<file path="src/rtl/frpc_pkg.sv">
// package: constants for the flash read path controller
package frpc_pkg;
   localparam int ADDR_W = 24;
   localparam int LOC_W = 21;
   localparam int CMD_W = 4;
   localparam int PAGE_W = 10;
   localparam int REGIONS = 16;
   localparam int REGION_W = 4;
   localparam int CHK_IDX_W = 5;
   localparam int PBUF_IDX_W = 6;
   localparam int PBW_W = PBUF_IDX_W + 32;
   localparam int FIFO_DEPTH = 4;
   // array size is a plain default, not a figure of any part
   localparam logic [ADDR_W-1:0] ARRAY_BYTES = 24'h040000;
   localparam logic [ADDR_W-1:0] USER_BASE = 24'h800000;
   localparam logic [ADDR_W-1:0] USER_END = 24'h800100;
   localparam logic [LOC_W-1:0] USER_LOC = 21'h100000;
   localparam logic [CHK_IDX_W-1:0] CHK_LAST = 5'h1f;
   localparam logic [31:0] RESERVED_DATA = 32'h00000000;
   localparam logic [CMD_W-1:0] CMD_NOP = 4'h0;
   localparam logic [CMD_W-1:0] CMD_WRITE_PAGE = 4'h1;
   localparam logic [CMD_W-1:0] CMD_ERASE_PAGE = 4'h2;
   localparam logic [CMD_W-1:0] CMD_WRITE_USER = 4'h3;
   localparam logic [CMD_W-1:0] CMD_ERASE_USER = 4'h4;
   localparam logic [CMD_W-1:0] CMD_FAST_ON = 4'h5;
   localparam logic [CMD_W-1:0] CMD_FAST_OFF = 4'h6;
   localparam logic [CMD_W-1:0] CMD_PAGE_CHECK = 4'h7;
   localparam logic [CMD_W-1:0] CMD_USER_CHECK = 4'h8;
endpackage

</file>
<file path="src/rtl/frpc_stream_if.sv">
// interface: valid/ready word stream between the controller's modules
`timescale 1ns/100ps
interface frpc_stream_if #(parameter int WIDTH = 8);
   logic valid;
   logic ready;
   logic [WIDTH-1:0] data;
   modport sink (input valid, input data, output ready);
   modport source (output valid, output data, input ready);
endinterface

</file>
<file path="src/rtl/frpc_top.sv">
// top: flash read path, command engine and page buffer write path
`timescale 1ns/100ps
module frpc_top (
   input wire logic i_mclk,
   input wire logic i_reset_n,
   input wire logic i_wait_state_select,
   input wire logic i_sequential_buffer_enable,
   input wire logic i_branch_buffer_enable,
   input wire logic [frpc_pkg::REGIONS-1:0] i_region_lock,
   input wire logic i_status_clear,
   input wire logic i_rd_req,
   input wire logic [frpc_pkg::ADDR_W-1:0] i_rd_addr,
   output logic o_rd_ready,
   output logic o_rd_valid,
   output logic [31:0] o_rd_data,
   input wire logic i_pbw_valid,
   input wire logic [frpc_pkg::ADDR_W-1:0] i_pbw_addr,
   input wire logic [31:0] i_pbw_data,
   output logic o_pbw_ready,
   output logic o_pbuf_wr,
   output logic [frpc_pkg::PBUF_IDX_W-1:0] o_pbuf_idx,
   output logic [31:0] o_pbuf_data,
   input wire logic i_pbuf_ready,
   input wire logic i_cmd_valid,
   input wire logic [frpc_pkg::CMD_W-1:0] i_cmd,
   input wire logic [frpc_pkg::PAGE_W-1:0] i_cmd_page,
   output logic o_command_ready,
   output logic o_fast_read_active,
   output logic o_page_check_result,
   output logic o_lock_error,
   output logic o_arr_rd,
   output logic [frpc_pkg::LOC_W-1:0] o_arr_loc,
   input wire logic [63:0] i_arr_rdata,
   output logic o_arr_prog,
   output logic [frpc_pkg::CMD_W-1:0] o_arr_op,
   output logic [frpc_pkg::PAGE_W-1:0] o_arr_page,
   input wire logic i_arr_prog_done
);
   typedef enum logic [1:0] {CS_IDLE, CS_WAIT_IDLE, CS_READ, CS_PROG} frpc_cmd_e;

   typedef struct packed {
      frpc_cmd_e cs;
      logic cmd_rdy;
      logic fast;
      logic chk_res;
      logic lock_err;
      logic [frpc_pkg::CMD_W-1:0] cmd;
      logic [frpc_pkg::PAGE_W-1:0] page;
      logic [frpc_pkg::CHK_IDX_W-1:0] chk_idx;
      logic chk_acc;
      logic prog;
      logic ready;
      logic valid;
      logic [31:0] rdata;
      logic owed;
      logic owed_have;
      logic owed_hi;
      logic [31:0] owed_word;
      logic [frpc_pkg::LOC_W-1:0] owed_loc;
      logic pend;
      logic cnt;
      logic pend_dem;
      logic [frpc_pkg::LOC_W-1:0] pend_loc;
      logic bvalid;
      logic [frpc_pkg::LOC_W-1:0] bloc;
      logic [63:0] bdata;
      logic bany; // both halves usable, not only the companion
      logic brvalid;
      logic [frpc_pkg::LOC_W-1:0] brloc;
      logic [63:0] brdata;
      logic arr_rd;
      logic [frpc_pkg::LOC_W-1:0] arr_loc;
      logic pbw_v;
      logic [frpc_pkg::PBUF_IDX_W-1:0] pbw_idx;
      logic [31:0] pbw_data;
   } frpc_state_s;

   frpc_state_s q, d;
   logic ws1, land, acc, rsv, user_addr, hit, inflight, miss, prefetch, seqpf;
   logic chk_done, chk_and, locked, cmd_start;
   logic [frpc_pkg::LOC_W-1:0] acc_loc, chk_loc;
   logic [63:0] hit_loc_data;
   logic [31:0] hit_word;

   frpc_stream_if #(.WIDTH(frpc_pkg::PBW_W)) pbw_in ();
   frpc_stream_if #(.WIDTH(frpc_pkg::PBW_W)) pbw_out ();

   // page buffer writes queue here until the array side takes them
   frpc_fifo #(.WIDTH(frpc_pkg::PBW_W), .DEPTH(frpc_pkg::FIFO_DEPTH)) u_pbw_fifo (
      .i_mclk(i_mclk),
      .i_reset_n(i_reset_n),
      .s_in(pbw_in.sink),
      .s_out(pbw_out.source)
   );

   assign pbw_in.valid = i_pbw_valid;
   assign pbw_in.data = {i_pbw_addr[frpc_pkg::PBUF_IDX_W+1:2], i_pbw_data};
   assign pbw_out.ready = !q.pbw_v || i_pbuf_ready;

   function automatic frpc_state_s launch(input frpc_state_s s,
                                         input logic [frpc_pkg::LOC_W-1:0] loc,
                                         input logic dem, input logic slow);
      s.arr_rd = 1'b1;
      s.arr_loc = loc;
      s.pend = 1'b1;
      s.cnt = slow;
      s.pend_loc = loc;
      s.pend_dem = dem;
      return s;
   endfunction

   assign ws1 = i_wait_state_select;
   assign land = q.pend && !q.cnt;
   assign acc = q.ready && i_rd_req;
   assign acc_loc = i_rd_addr[frpc_pkg::ADDR_W-1:3];
   assign user_addr = (i_rd_addr >= frpc_pkg::USER_BASE) && (i_rd_addr < frpc_pkg::USER_END);
   // gap above the array and everything past the user page
   assign rsv = (i_rd_addr >= frpc_pkg::ARRAY_BYTES) && !user_addr;
   assign hit = ws1 && ((land && q.pend_loc == acc_loc)
                || (q.bvalid && q.bloc == acc_loc && (q.bany || i_rd_addr[2]))
                || (i_branch_buffer_enable && q.brvalid && q.brloc == acc_loc));
   assign inflight = ws1 && q.pend && !land && q.pend_loc == acc_loc;
   assign miss = acc && !rsv && !hit && !inflight;
   assign prefetch = acc && hit && i_rd_addr[2];
   // speculative next location after a demand fetch, only when the port is quiet
   assign seqpf = ws1 && i_sequential_buffer_enable && land && q.pend_dem && !acc;
   assign hit_loc_data = (land && q.pend_loc == acc_loc) ? i_arr_rdata :
                         (q.bvalid && q.bloc == acc_loc) ? q.bdata : q.brdata;
   assign hit_word = i_rd_addr[2] ? hit_loc_data[63:32] : hit_loc_data[31:0];
   assign chk_and = q.chk_acc & (&i_arr_rdata);
   assign locked = i_region_lock[q.page[frpc_pkg::PAGE_W-1 -: frpc_pkg::REGION_W]];
   assign cmd_start = (q.cs == CS_WAIT_IDLE) && !q.owed && !q.pend;
   assign chk_loc = (q.cmd == frpc_pkg::CMD_USER_CHECK)
                    ? (frpc_pkg::USER_LOC | frpc_pkg::LOC_W'(q.chk_idx))
                    : frpc_pkg::LOC_W'({q.page, q.chk_idx});

   always_comb
   begin
      d = q;
      d.valid = 1'b0;
      d.arr_rd = 1'b0;
      d.prog = 1'b0;
      chk_done = 1'b0;
      if (q.pend && q.cnt)
         d.cnt = 1'b0;
      if (land)
      begin
         d.pend = 1'b0;
         d.bvalid = 1'b1;
         d.bloc = q.pend_loc;
         d.bdata = i_arr_rdata;
         d.bany = !q.pend_dem;
         if (q.pend_dem && ws1 && i_branch_buffer_enable)
         begin
            d.brvalid = 1'b1;
            d.brloc = q.pend_loc;
            d.brdata = i_arr_rdata;
         end
      end
      // answer the owed read as soon as its word is at hand
      if (q.owed && (q.owed_have || (land && q.pend_loc == q.owed_loc)))
      begin
         d.owed = 1'b0;
         d.valid = 1'b1;
         d.rdata = q.owed_have ? q.owed_word
                   : (q.owed_hi ? i_arr_rdata[63:32] : i_arr_rdata[31:0]);
      end
      if (seqpf)
         d = launch(d, q.pend_loc + 1'b1, 1'b0, ws1);
      if (acc)
      begin
         d.owed = 1'b1;
         d.owed_loc = acc_loc;
         d.owed_hi = i_rd_addr[2];
         d.owed_have = rsv || hit;
         d.owed_word = rsv ? frpc_pkg::RESERVED_DATA : hit_word;
         if (miss)
         begin
            d = launch(d, acc_loc, 1'b1, ws1);
            d.bvalid = 1'b0;
         end
         else if (prefetch)
            d = launch(d, acc_loc + 1'b1, 1'b0, ws1);
      end
      if (i_status_clear)
         d.lock_err = 1'b0;
      case (q.cs)
         CS_IDLE:
            if (i_cmd_valid)
            begin
               d.cmd_rdy = 1'b0;
               d.cmd = i_cmd;
               d.page = i_cmd_page;
               d.cs = CS_WAIT_IDLE;
            end
         CS_WAIT_IDLE:
            if (cmd_start)
            begin
               d.cs = CS_IDLE;
               d.cmd_rdy = 1'b1;
               case (q.cmd)
                  frpc_pkg::CMD_FAST_ON: d.fast = 1'b1;
                  frpc_pkg::CMD_FAST_OFF: d.fast = 1'b0;
                  frpc_pkg::CMD_PAGE_CHECK, frpc_pkg::CMD_USER_CHECK:
                  begin
                     d.cs = CS_READ;
                     d.cmd_rdy = 1'b0;
                     d.chk_idx = '0;
                     d.chk_acc = 1'b1;
                  end
                  frpc_pkg::CMD_WRITE_PAGE, frpc_pkg::CMD_ERASE_PAGE:
                     if (locked)
                        d.lock_err = 1'b1;
                     else
                     begin
                        d.prog = 1'b1;
                        d.cs = CS_PROG;
                        d.cmd_rdy = 1'b0;
                     end
                  // user page only through its own commands, never locked
                  frpc_pkg::CMD_WRITE_USER, frpc_pkg::CMD_ERASE_USER:
                  begin
                     d.prog = 1'b1;
                     d.cs = CS_PROG;
                     d.cmd_rdy = 1'b0;
                  end
                  default: d.cmd_rdy = 1'b1;
               endcase
            end
         CS_READ:
         begin
            if (!q.pend)
               d = launch(d, chk_loc, 1'b0, ws1);
            if (land)
            begin
               d.chk_acc = chk_and;
               if (q.chk_idx == frpc_pkg::CHK_LAST)
               begin
                  chk_done = 1'b1;
                  d.chk_res = chk_and;
                  d.cs = CS_IDLE;
                  d.cmd_rdy = 1'b1;
               end
               else
                  d.chk_idx = q.chk_idx + 1'b1;
            end
         end
         CS_PROG:
            if (i_arr_prog_done)
            begin
               d.cs = CS_IDLE;
               d.cmd_rdy = 1'b1;
            end
         default: d.cs = CS_IDLE;
      endcase
      // stall while a command runs, or unless the owed word will be ready at the next edge
      d.ready = (d.cs == CS_IDLE) && (!d.owed || d.owed_have
                || (d.pend && !d.cnt && d.pend_loc == d.owed_loc));
      if (pbw_out.ready)
      begin
         d.pbw_v = pbw_out.valid;
         d.pbw_idx = pbw_out.data[frpc_pkg::PBW_W-1:32];
         d.pbw_data = pbw_out.data[31:0];
      end
   end

   always_ff @(posedge i_mclk or negedge i_reset_n)
   begin
      if (!i_reset_n)
      begin
         q <= '0;
         q.cmd_rdy <= 1'b1;
         q.ready <= 1'b1;
      end
      else
         q <= d;
   end

   assign o_rd_ready = q.ready;
   assign o_rd_valid = q.valid;
   assign o_rd_data = q.rdata;
   assign o_pbw_ready = pbw_in.ready;
   assign o_pbuf_wr = q.pbw_v;
   assign o_pbuf_idx = q.pbw_idx;
   assign o_pbuf_data = q.pbw_data;
   assign o_command_ready = q.cmd_rdy;
   assign o_fast_read_active = q.fast;
   assign o_page_check_result = q.chk_res;
   assign o_lock_error = q.lock_err;
   assign o_arr_rd = q.arr_rd;
   assign o_arr_loc = q.arr_loc;
   assign o_arr_prog = q.prog;
   assign o_arr_op = q.cmd;
   assign o_arr_page = q.page;
endmodule // frpc_top

</file>
<file path="src/rtl/frpc_fifo.sv">
// fifo: small valid/ready buffer with registered full and empty
`timescale 1ns/100ps
module frpc_fifo #(
   parameter int WIDTH = 8,
   parameter int DEPTH = 4
) (
   input wire logic i_mclk,
   input wire logic i_reset_n,
   frpc_stream_if.sink s_in,
   frpc_stream_if.source s_out
);
   localparam int AW = $clog2(DEPTH);

   typedef struct packed {
      logic [DEPTH-1:0][WIDTH-1:0] mem;
      logic [AW-1:0] wp;
      logic [AW-1:0] rp;
      logic [AW:0] cnt;
      logic full;
      logic empty;
   } frpc_fifo_s;

   frpc_fifo_s q, d;
   logic push, pop;

   assign push = s_in.valid && !q.full;
   assign pop = s_out.ready && !q.empty;
   assign s_in.ready = !q.full;
   assign s_out.valid = !q.empty;
   assign s_out.data = q.mem[q.rp];

   always_comb
   begin
      d = q;
      if (push)
      begin
         d.mem[q.wp] = s_in.data;
         d.wp = (q.wp == AW'(DEPTH - 1)) ? '0 : q.wp + 1'b1;
      end
      if (pop)
         d.rp = (q.rp == AW'(DEPTH - 1)) ? '0 : q.rp + 1'b1;
      if (push && !pop)
         d.cnt = q.cnt + 1'b1;
      else if (pop && !push)
         d.cnt = q.cnt - 1'b1;
      d.full = (d.cnt == (AW + 1)'(DEPTH));
      d.empty = (d.cnt == '0);
   end

   always_ff @(posedge i_mclk or negedge i_reset_n)
   begin
      if (!i_reset_n)
      begin
         q <= '0;
         q.empty <= 1'b1;
      end
      else
         q <= d;
   end
endmodule // frpc_fifo

</file>
<file path="config.mk">
export PLATFORM = sky130hd
export DESIGN_NAME = frpc_top
export DESIGN_NICKNAME = d
export VERILOG_FILES = /design/src/rtl/frpc_pkg.sv /design/src/rtl/frpc_stream_if.sv /design/src/rtl/frpc_top.sv /design/src/rtl/frpc_fifo.sv
export SDC_FILE = /design/constraint.sdc
export NUM_CORES = 1
export LEC_CHECK = 0
export ABC_AREA = 1
export BUFFER_PORTS_ARGS = -buffer_cell sky130_fd_sc_hd__buf_4
export CAP_MARGIN = 15
export CORE_UTILIZATION = 40
export DETAILED_ROUTE_END_ITERATION = 16
export SYNTH_ARGS = -nofsm -noshare
export SYNTH_HDL_FRONTEND = slang
export SYNTH_SLANG_ARGS = --single-unit
export TNS_END_PERCENT = 10
</file>
<file path="constraint.sdc">
create_clock -name i_mclk -period 2.47 [get_ports i_mclk]
set_input_delay 0.1235 -clock i_mclk [delete_from_list [all_inputs] [get_ports i_mclk]]
set_output_delay 0.1235 -clock i_mclk [all_outputs]
set_load 0.005 [all_outputs]
</file>
* Yosys cells after proc, flatten, opt, wreduce, memory -nomap -nowiden
Index checks and enable logic that the tools add are counted.
** Word-level totals
- Register bits after elaboration :: 536
- Logic and storage cells :: 206
** Operators by class
- Add/subtract/negate cells :: 7
- $lt $le $gt $ge :: 7
- Eq/ne operators :: 20
- Multiplexer cells :: 58
- Bitwise gates (word level) :: 1
- Reductions and logical operators :: 70
** Operator list (count)
- two-way mux 258 bit :: 5
- two-way mux 314 bit :: 1
- two-way mux 173 bit :: 1
- bitwise mux 152 bit :: 1
- two-way mux 32 bit :: 4
- two-way mux 64 bit :: 2
- equality test 21 bit :: 5
- two-way mux 86 bit :: 1
- binary-select mux 38 bit (select 2 bit) :: 1
- demux 38 bit (select 2 bit) :: 1
- two-way mux 38 bit :: 2
- AND reduction 64 bit :: 1
- adder 21 x 1 -> 21 bit (second input constant) :: 2
- two-way mux 39 bit :: 1
- logical AND 1 bit :: 37
- two-way mux 34 bit :: 1
- case mux 14 bit (2 select lines) :: 1
- greater-or-equal comparator 24 x 19 -> 1 bit (second input constant) :: 1
- greater-or-equal comparator 24 bit (second input constant) :: 1
- < comparator 24 bit (second input constant) :: 1
- two-way mux 21 bit :: 1
- two-way mux 3 bit :: 7
- zero test 1 bit :: 17
- equality test 4 x 3 -> 1 bit (second input constant) :: 4
- other kinds (32) :: 64

* Depth between registers and ports, before layout
- Depth in word-level cells :: 18
- Depth in mapped cells :: 24
- Mapped depth without buffers :: 23

* By module
From an unflattened synthesis, not the netlist that was laid out.
** Unflattened totals
- Cells, all modules :: 3806
- Area, all modules :: 28964.0 um^2
** By module, submodules not included
- frpc_top :: times used 1, cells an instance 2982, area an instance 21926.0 um^2, seq. area each 9386.5 um^2
- frpc_fifo :: times used 1, cells an instance 824, area an instance 7038.0 um^2, seq. area each 4030.1 um^2

* Least setup slack after synthesis
OpenSTA, ideal clock, no wires.
- Path kind :: register to register
- Start :: register q[373] (netlist bit)
- End :: register q (netlist bit o_rd_ready)
- Arrival time :: 2.368 ns
- Required time :: 2.397 ns
- Path slack :: 0.029 ns
- Cell stages (with the launch flop) :: 16
- Path buffers :: 1
- Period minus slack after synthesis :: 2.441 ns
- Path through :: dfrtp_1 > inv_1 > ha_1 > inv_1 > nor2_1 > inv_1 > nor2_1 > clkbuf_1 > nand2_1 > nand3_1 > o21ai_0 > nor2_1 > nand2_1 > nor2_1 > nand3_1 > a21oi_1
** RTL lines
- start, declared :: RTL line frpc_top.sv:78 : frpc_state_s q, d;

==> impl_metrics.yaml <==
worst_setup_path:
  path_common_cell: "nand2_1"
  required_ps: 3040
  max_stage_delay_ps: 410
  crit_type: "reg -> reg"
  crit_start: "q[256]$_DFF_PN0_"
  r2r_slack_ps: -320
  timing.rr.start: "q[256]$_DFF_PN0_"
  arrival_ps: 3350
  endpoint_kind: "flip-flop"
  setup.worst_path.end: "o_rd_ready$_DFF_PN1_"
  path_delay_family: "simple AND/OR/NAND/NOR gates"
  reg2reg_to: "o_rd_ready$_DFF_PN1_"
  cp_slowest_cell: "dfrtp_1"
  startpoint_type: "flip-flop"
  path_cells: "nor2_4, inv_4, nor2_4, nand4_1, buf_4, clkinvlp_4, buf_12, buf_12, nand2_1, o21ai_2, nand2_1, nand2_1, nor2_1, buf_4, nand2_1, nand2_1, nor2_1, nand2_1, nor2_2, nand3_1, a21oi_1"
  crit_cells: 21
  r2r_cells: 21
  crit_buf_inv: 6
  path_max_fanout: 12
grt:
  grt_pass1_wl_um: 155000
  grt_max_degree: 93
  grt_overflow: 0
  grt_util_all_layers: 0.280
  grt_pass1_vias: 26100
  antenna_found_initial: 3
timing:
  rsz0062_at_grt: "yes"
  worst_pin_slew_ps: 903
  fin_crit_sh: 1.13
  clock_skew_ps: 32.6
  hold_viol: 0
  fmax_ghz: 0.359
  finalSetupViolCount: 65
  period_minus_slack_ps: 2790
  worst_slack_ps: -316
  report.final.slew_viol_count: 0
  slew-limit-headroom: 0.398
clocking:
  tritoncts: "built"
  cts_sinks: 536
  cts.clk_slew.worst_paths_ps: 70
  numCtsBuffers: 61
  htree_num_levels: 2
  clock_latency_ps: 660
  root_buffer: "clkbuf_16"
  clock_path_buffers: 3
detailed_routing:
  drc: 0
  drt_wl_total_um: 101000
  vias: 27500
  drt_first_iter_violations: 2497
  viasPerCell: 5.15
  antenna_left: 0
  dr.pass1.iters: 6
  post_drt_wl_per_cell_um: 19.0
synth:
  ys_ff_latch: 536
  ys_seq_area_frac: 0.471
  syn_nets: 4035
  synth_area_um2: 28500
  synth_area_per_cell_um2: 7.43
  netlist_instances: 3834
  synth-main-ff-cell: "dfrtp_1"
  yosysWarnings: 0
  synthArstFlopShare: 1.00
  synth_cell_types: 53
  synth_edf_count: 0
floorplan:
  chipHeight_um: 269
  io_pins: 300
  rows: 97
  die_w_um: 269
  core_area_um2: 70300
  initial_core_util: 0.406
  dieArea_um2: 72300
pwr:
  peakVddDrop_mv: 0.630
  leakagePower_uw: 0.0183
  p_per_area_nw_per_um2: 1080
  p_total_uw: 39900
outcome:
  run_status: "finished with violations"
  violations: "setup timing"
finish:
  fill_cells: 6839
  nNetsFinal: 4558
  instances_no_fill: 5346
  fin_area_um2: 37000
  areaGrowthSynthToFinish_pct: 29.7
  post_route_cells_drive_above_1_share: 0.198
placed_design:
  port_buffers: 279
  placed_area_um2: 33100
  gp_congestion: 1.02
  dp.cells: 5088
  dp_hpwl_um: 70500
worst_hold_path:
  min_path_type: "in -> async"
flow_run:
  max-cap-violations: 0
==> final cells by class <==
cell class	count	area, um^2	area share
tap	940	1180	0.0318
multi-input combinational	2649	12300	0.334
inverter	325	1230	0.0333
timing repair buffer	784	6650	0.180
clock buffer	91	1800	0.0487
antenna	1	2.50	0.0000677
sequential	536	13400	0.363
clock inverter	20	352	0.00951
==> per-layer routing <==
layer  track usage  share of wire  vias up
met5             0        0.00020        -
met4        0.0837          0.029        4
met3        0.0523          0.078      175
met2         0.433           0.45     1037
met1         0.397           0.45    13000
li1              -              -    13300
==> cells in the mapped netlist (2+ instances only) <==
cell | count | area, um^2
or2_2 | 7 | 43.8
o22ai_1 | 10 | 62.6
nor3_1 | 21 | 105
o21ai_1 | 6 | 30.0
buf_6 | 4 | 45.0
a21oi_2 | 2 | 17.5
o21ai_0 | 566 | 2830
buf_2 | 20 | 100
nand3_4 | 3 | 52.6
clkbuf_1 | 165 | 619
inv_2 | 34 | 128
nor2_2 | 5 | 31.3
dfrtp_1 | 533 | 13300
a31oi_1 | 39 | 244
nand2_2 | 2 | 12.5
a211oi_1 | 3 | 22.5
xnor2_1 | 9 | 78.8
o41ai_1 | 3 | 26.3
nor2_1 | 395 | 1480
nand2_4 | 2 | 22.5
inv_1 | 288 | 1080
nand4_1 | 45 | 282
o21bai_1 | 2 | 15.0
clkinv_1 | 3 | 11.3
nand2_1 | 1107 | 4160
mux2i_1 | 4 | 40.0
nand3_2 | 3 | 30.0
dfstp_2 | 3 | 78.8
nand3_1 | 133 | 666
o31ai_1 | 34 | 255
xor2_1 | 30 | 263
o211ai_1 | 9 | 67.6
buf_1 | 16 | 60.1
buf_4 | 119 | 893
mux2_2 | 7 | 78.8
a21oi_1 | 156 | 781
nor3_2 | 3 | 30.0
nor4_1 | 9 | 56.3
nand3b_1 | 3 | 22.5
a221oi_1 | 3 | 26.3
ha_1 | 16 | 200
==> registers in the layout, summed over array words and instances (netlist names), 4 cells and up <==
name,count
u_pbw_fifo.q,161
q,261
o_pbuf_idx,6
o_pbuf_data,32
o_arr_loc,21
o_rd_data,32
o_arr_op,4
o_arr_page,10
==> cells in the final DEF, fill, tap and decap left out, types with 5 or more instances in the layout <==
cell	synthesis	routed
dlygate4sd3_1	0	132
clkbuf_1	165	15
buf_6	4	5
nand2_1	1107	1098
bufinv_16	0	8
clkbuf_8	0	14
clkinv_2	0	6
nor2_4	1	6
nor4_1	9	9
o31ai_1	34	33
clkinvlp_4	0	5
o211ai_1	9	9
buf_12	0	29
xor2_1	30	30
xnor2_1	9	9
buf_4	119	615
inv_1	288	283
o21ai_1	6	14
clkbuf_16	0	63
o21ai_0	566	551
o22ai_1	10	10
nand3_1	133	127
or2_2	7	7
nand2_2	2	10
ha_1	16	15
a21oi_1	156	155
mux2_2	7	7
o21ai_2	0	7
nand3_2	3	8
nand4_1	45	45
inv_2	34	35
dfrtp_2	0	5
nor2_1	395	384
dfrtp_1	533	528
nor2_2	5	11
a31oi_1	39	39
nor3_1	21	20
==> per-stage QoR <==
| step | util | setup TNS (ps) | setup slack, ps | hold WS [ps] |
|---|---|---|---|---|
| 5_1_grt | 0.526 | -21480 | -577 | 27.1 |
| 6_report | 0.526 | -9880 | -316 | 32.5 |
| 3_3_place_gp | 0.472 | -12650 | -478 | 107 |
| 2_1_floorplan | - | 0 | 29.5 | -172 |
| 4_1_cts | 0.524 | -8760 | -280 | 24.1 |
| 3_5_place_dp | 0.472 | -11520 | -486 | 98.4 |
==> repair_timing <==
action	4_1_cts	5_1_grt
setup endpoints to repair	69	88
hold buffers	132	0
buffers inserted	10	2
endpoints found under the hold margin	760	0
gates resized for setup	33	38
cloned	1	1
pin swaps	6	9
==> how the worst min path moves through the flow <==
| stage | slack (ps) | cells past startpoint | from | to |
|---|---|---|---|---|
| 6_report | 30 | 2 | i_reset_n | q[227]$_DFFE_PN0P_ |
| 5_1_grt | 30 | 4 | i_rd_req | q[313]$_DFF_PN0_ |
| 4_1_cts | 20 | 2 | i_reset_n | q[153]$_DFFE_PN0P_ |
| 3_5_place_dp | 100 | 1 | i_reset_n | q[227]$_DFFE_PN0P_ |
| 3_3_place_gp | 110 | 1 | i_reset_n | q[227]$_DFFE_PN0P_ |
| 2_1_floorplan | -170 | 0 | i_reset_n | o_arr_loc[0]$_DFF_PN0_ |
==> cell families after synthesis <==
logic type | after synthesis | share of synthesized area
muxes | 11 | 0.00417
xor gates and xnor gates | 39 | 0.0120
AOI/OAI and AO/OA | 839 | 0.155
and+or+nand+nor | 1744 | 0.248
buffers and inverters | 649 | 0.103
DFF | 536 | 0.471
adders and majority gates | 16 | 0.00702
==> report_power, final <==
group          internal (uW)  switching (uW)  total (uW)
combinational           6710            9020       15700
clock                   5860            3880        9740
sequential             12200            2300       14500
total                  24700           15200       39900
Note: power is estimated with default switching activity, not from simulation.
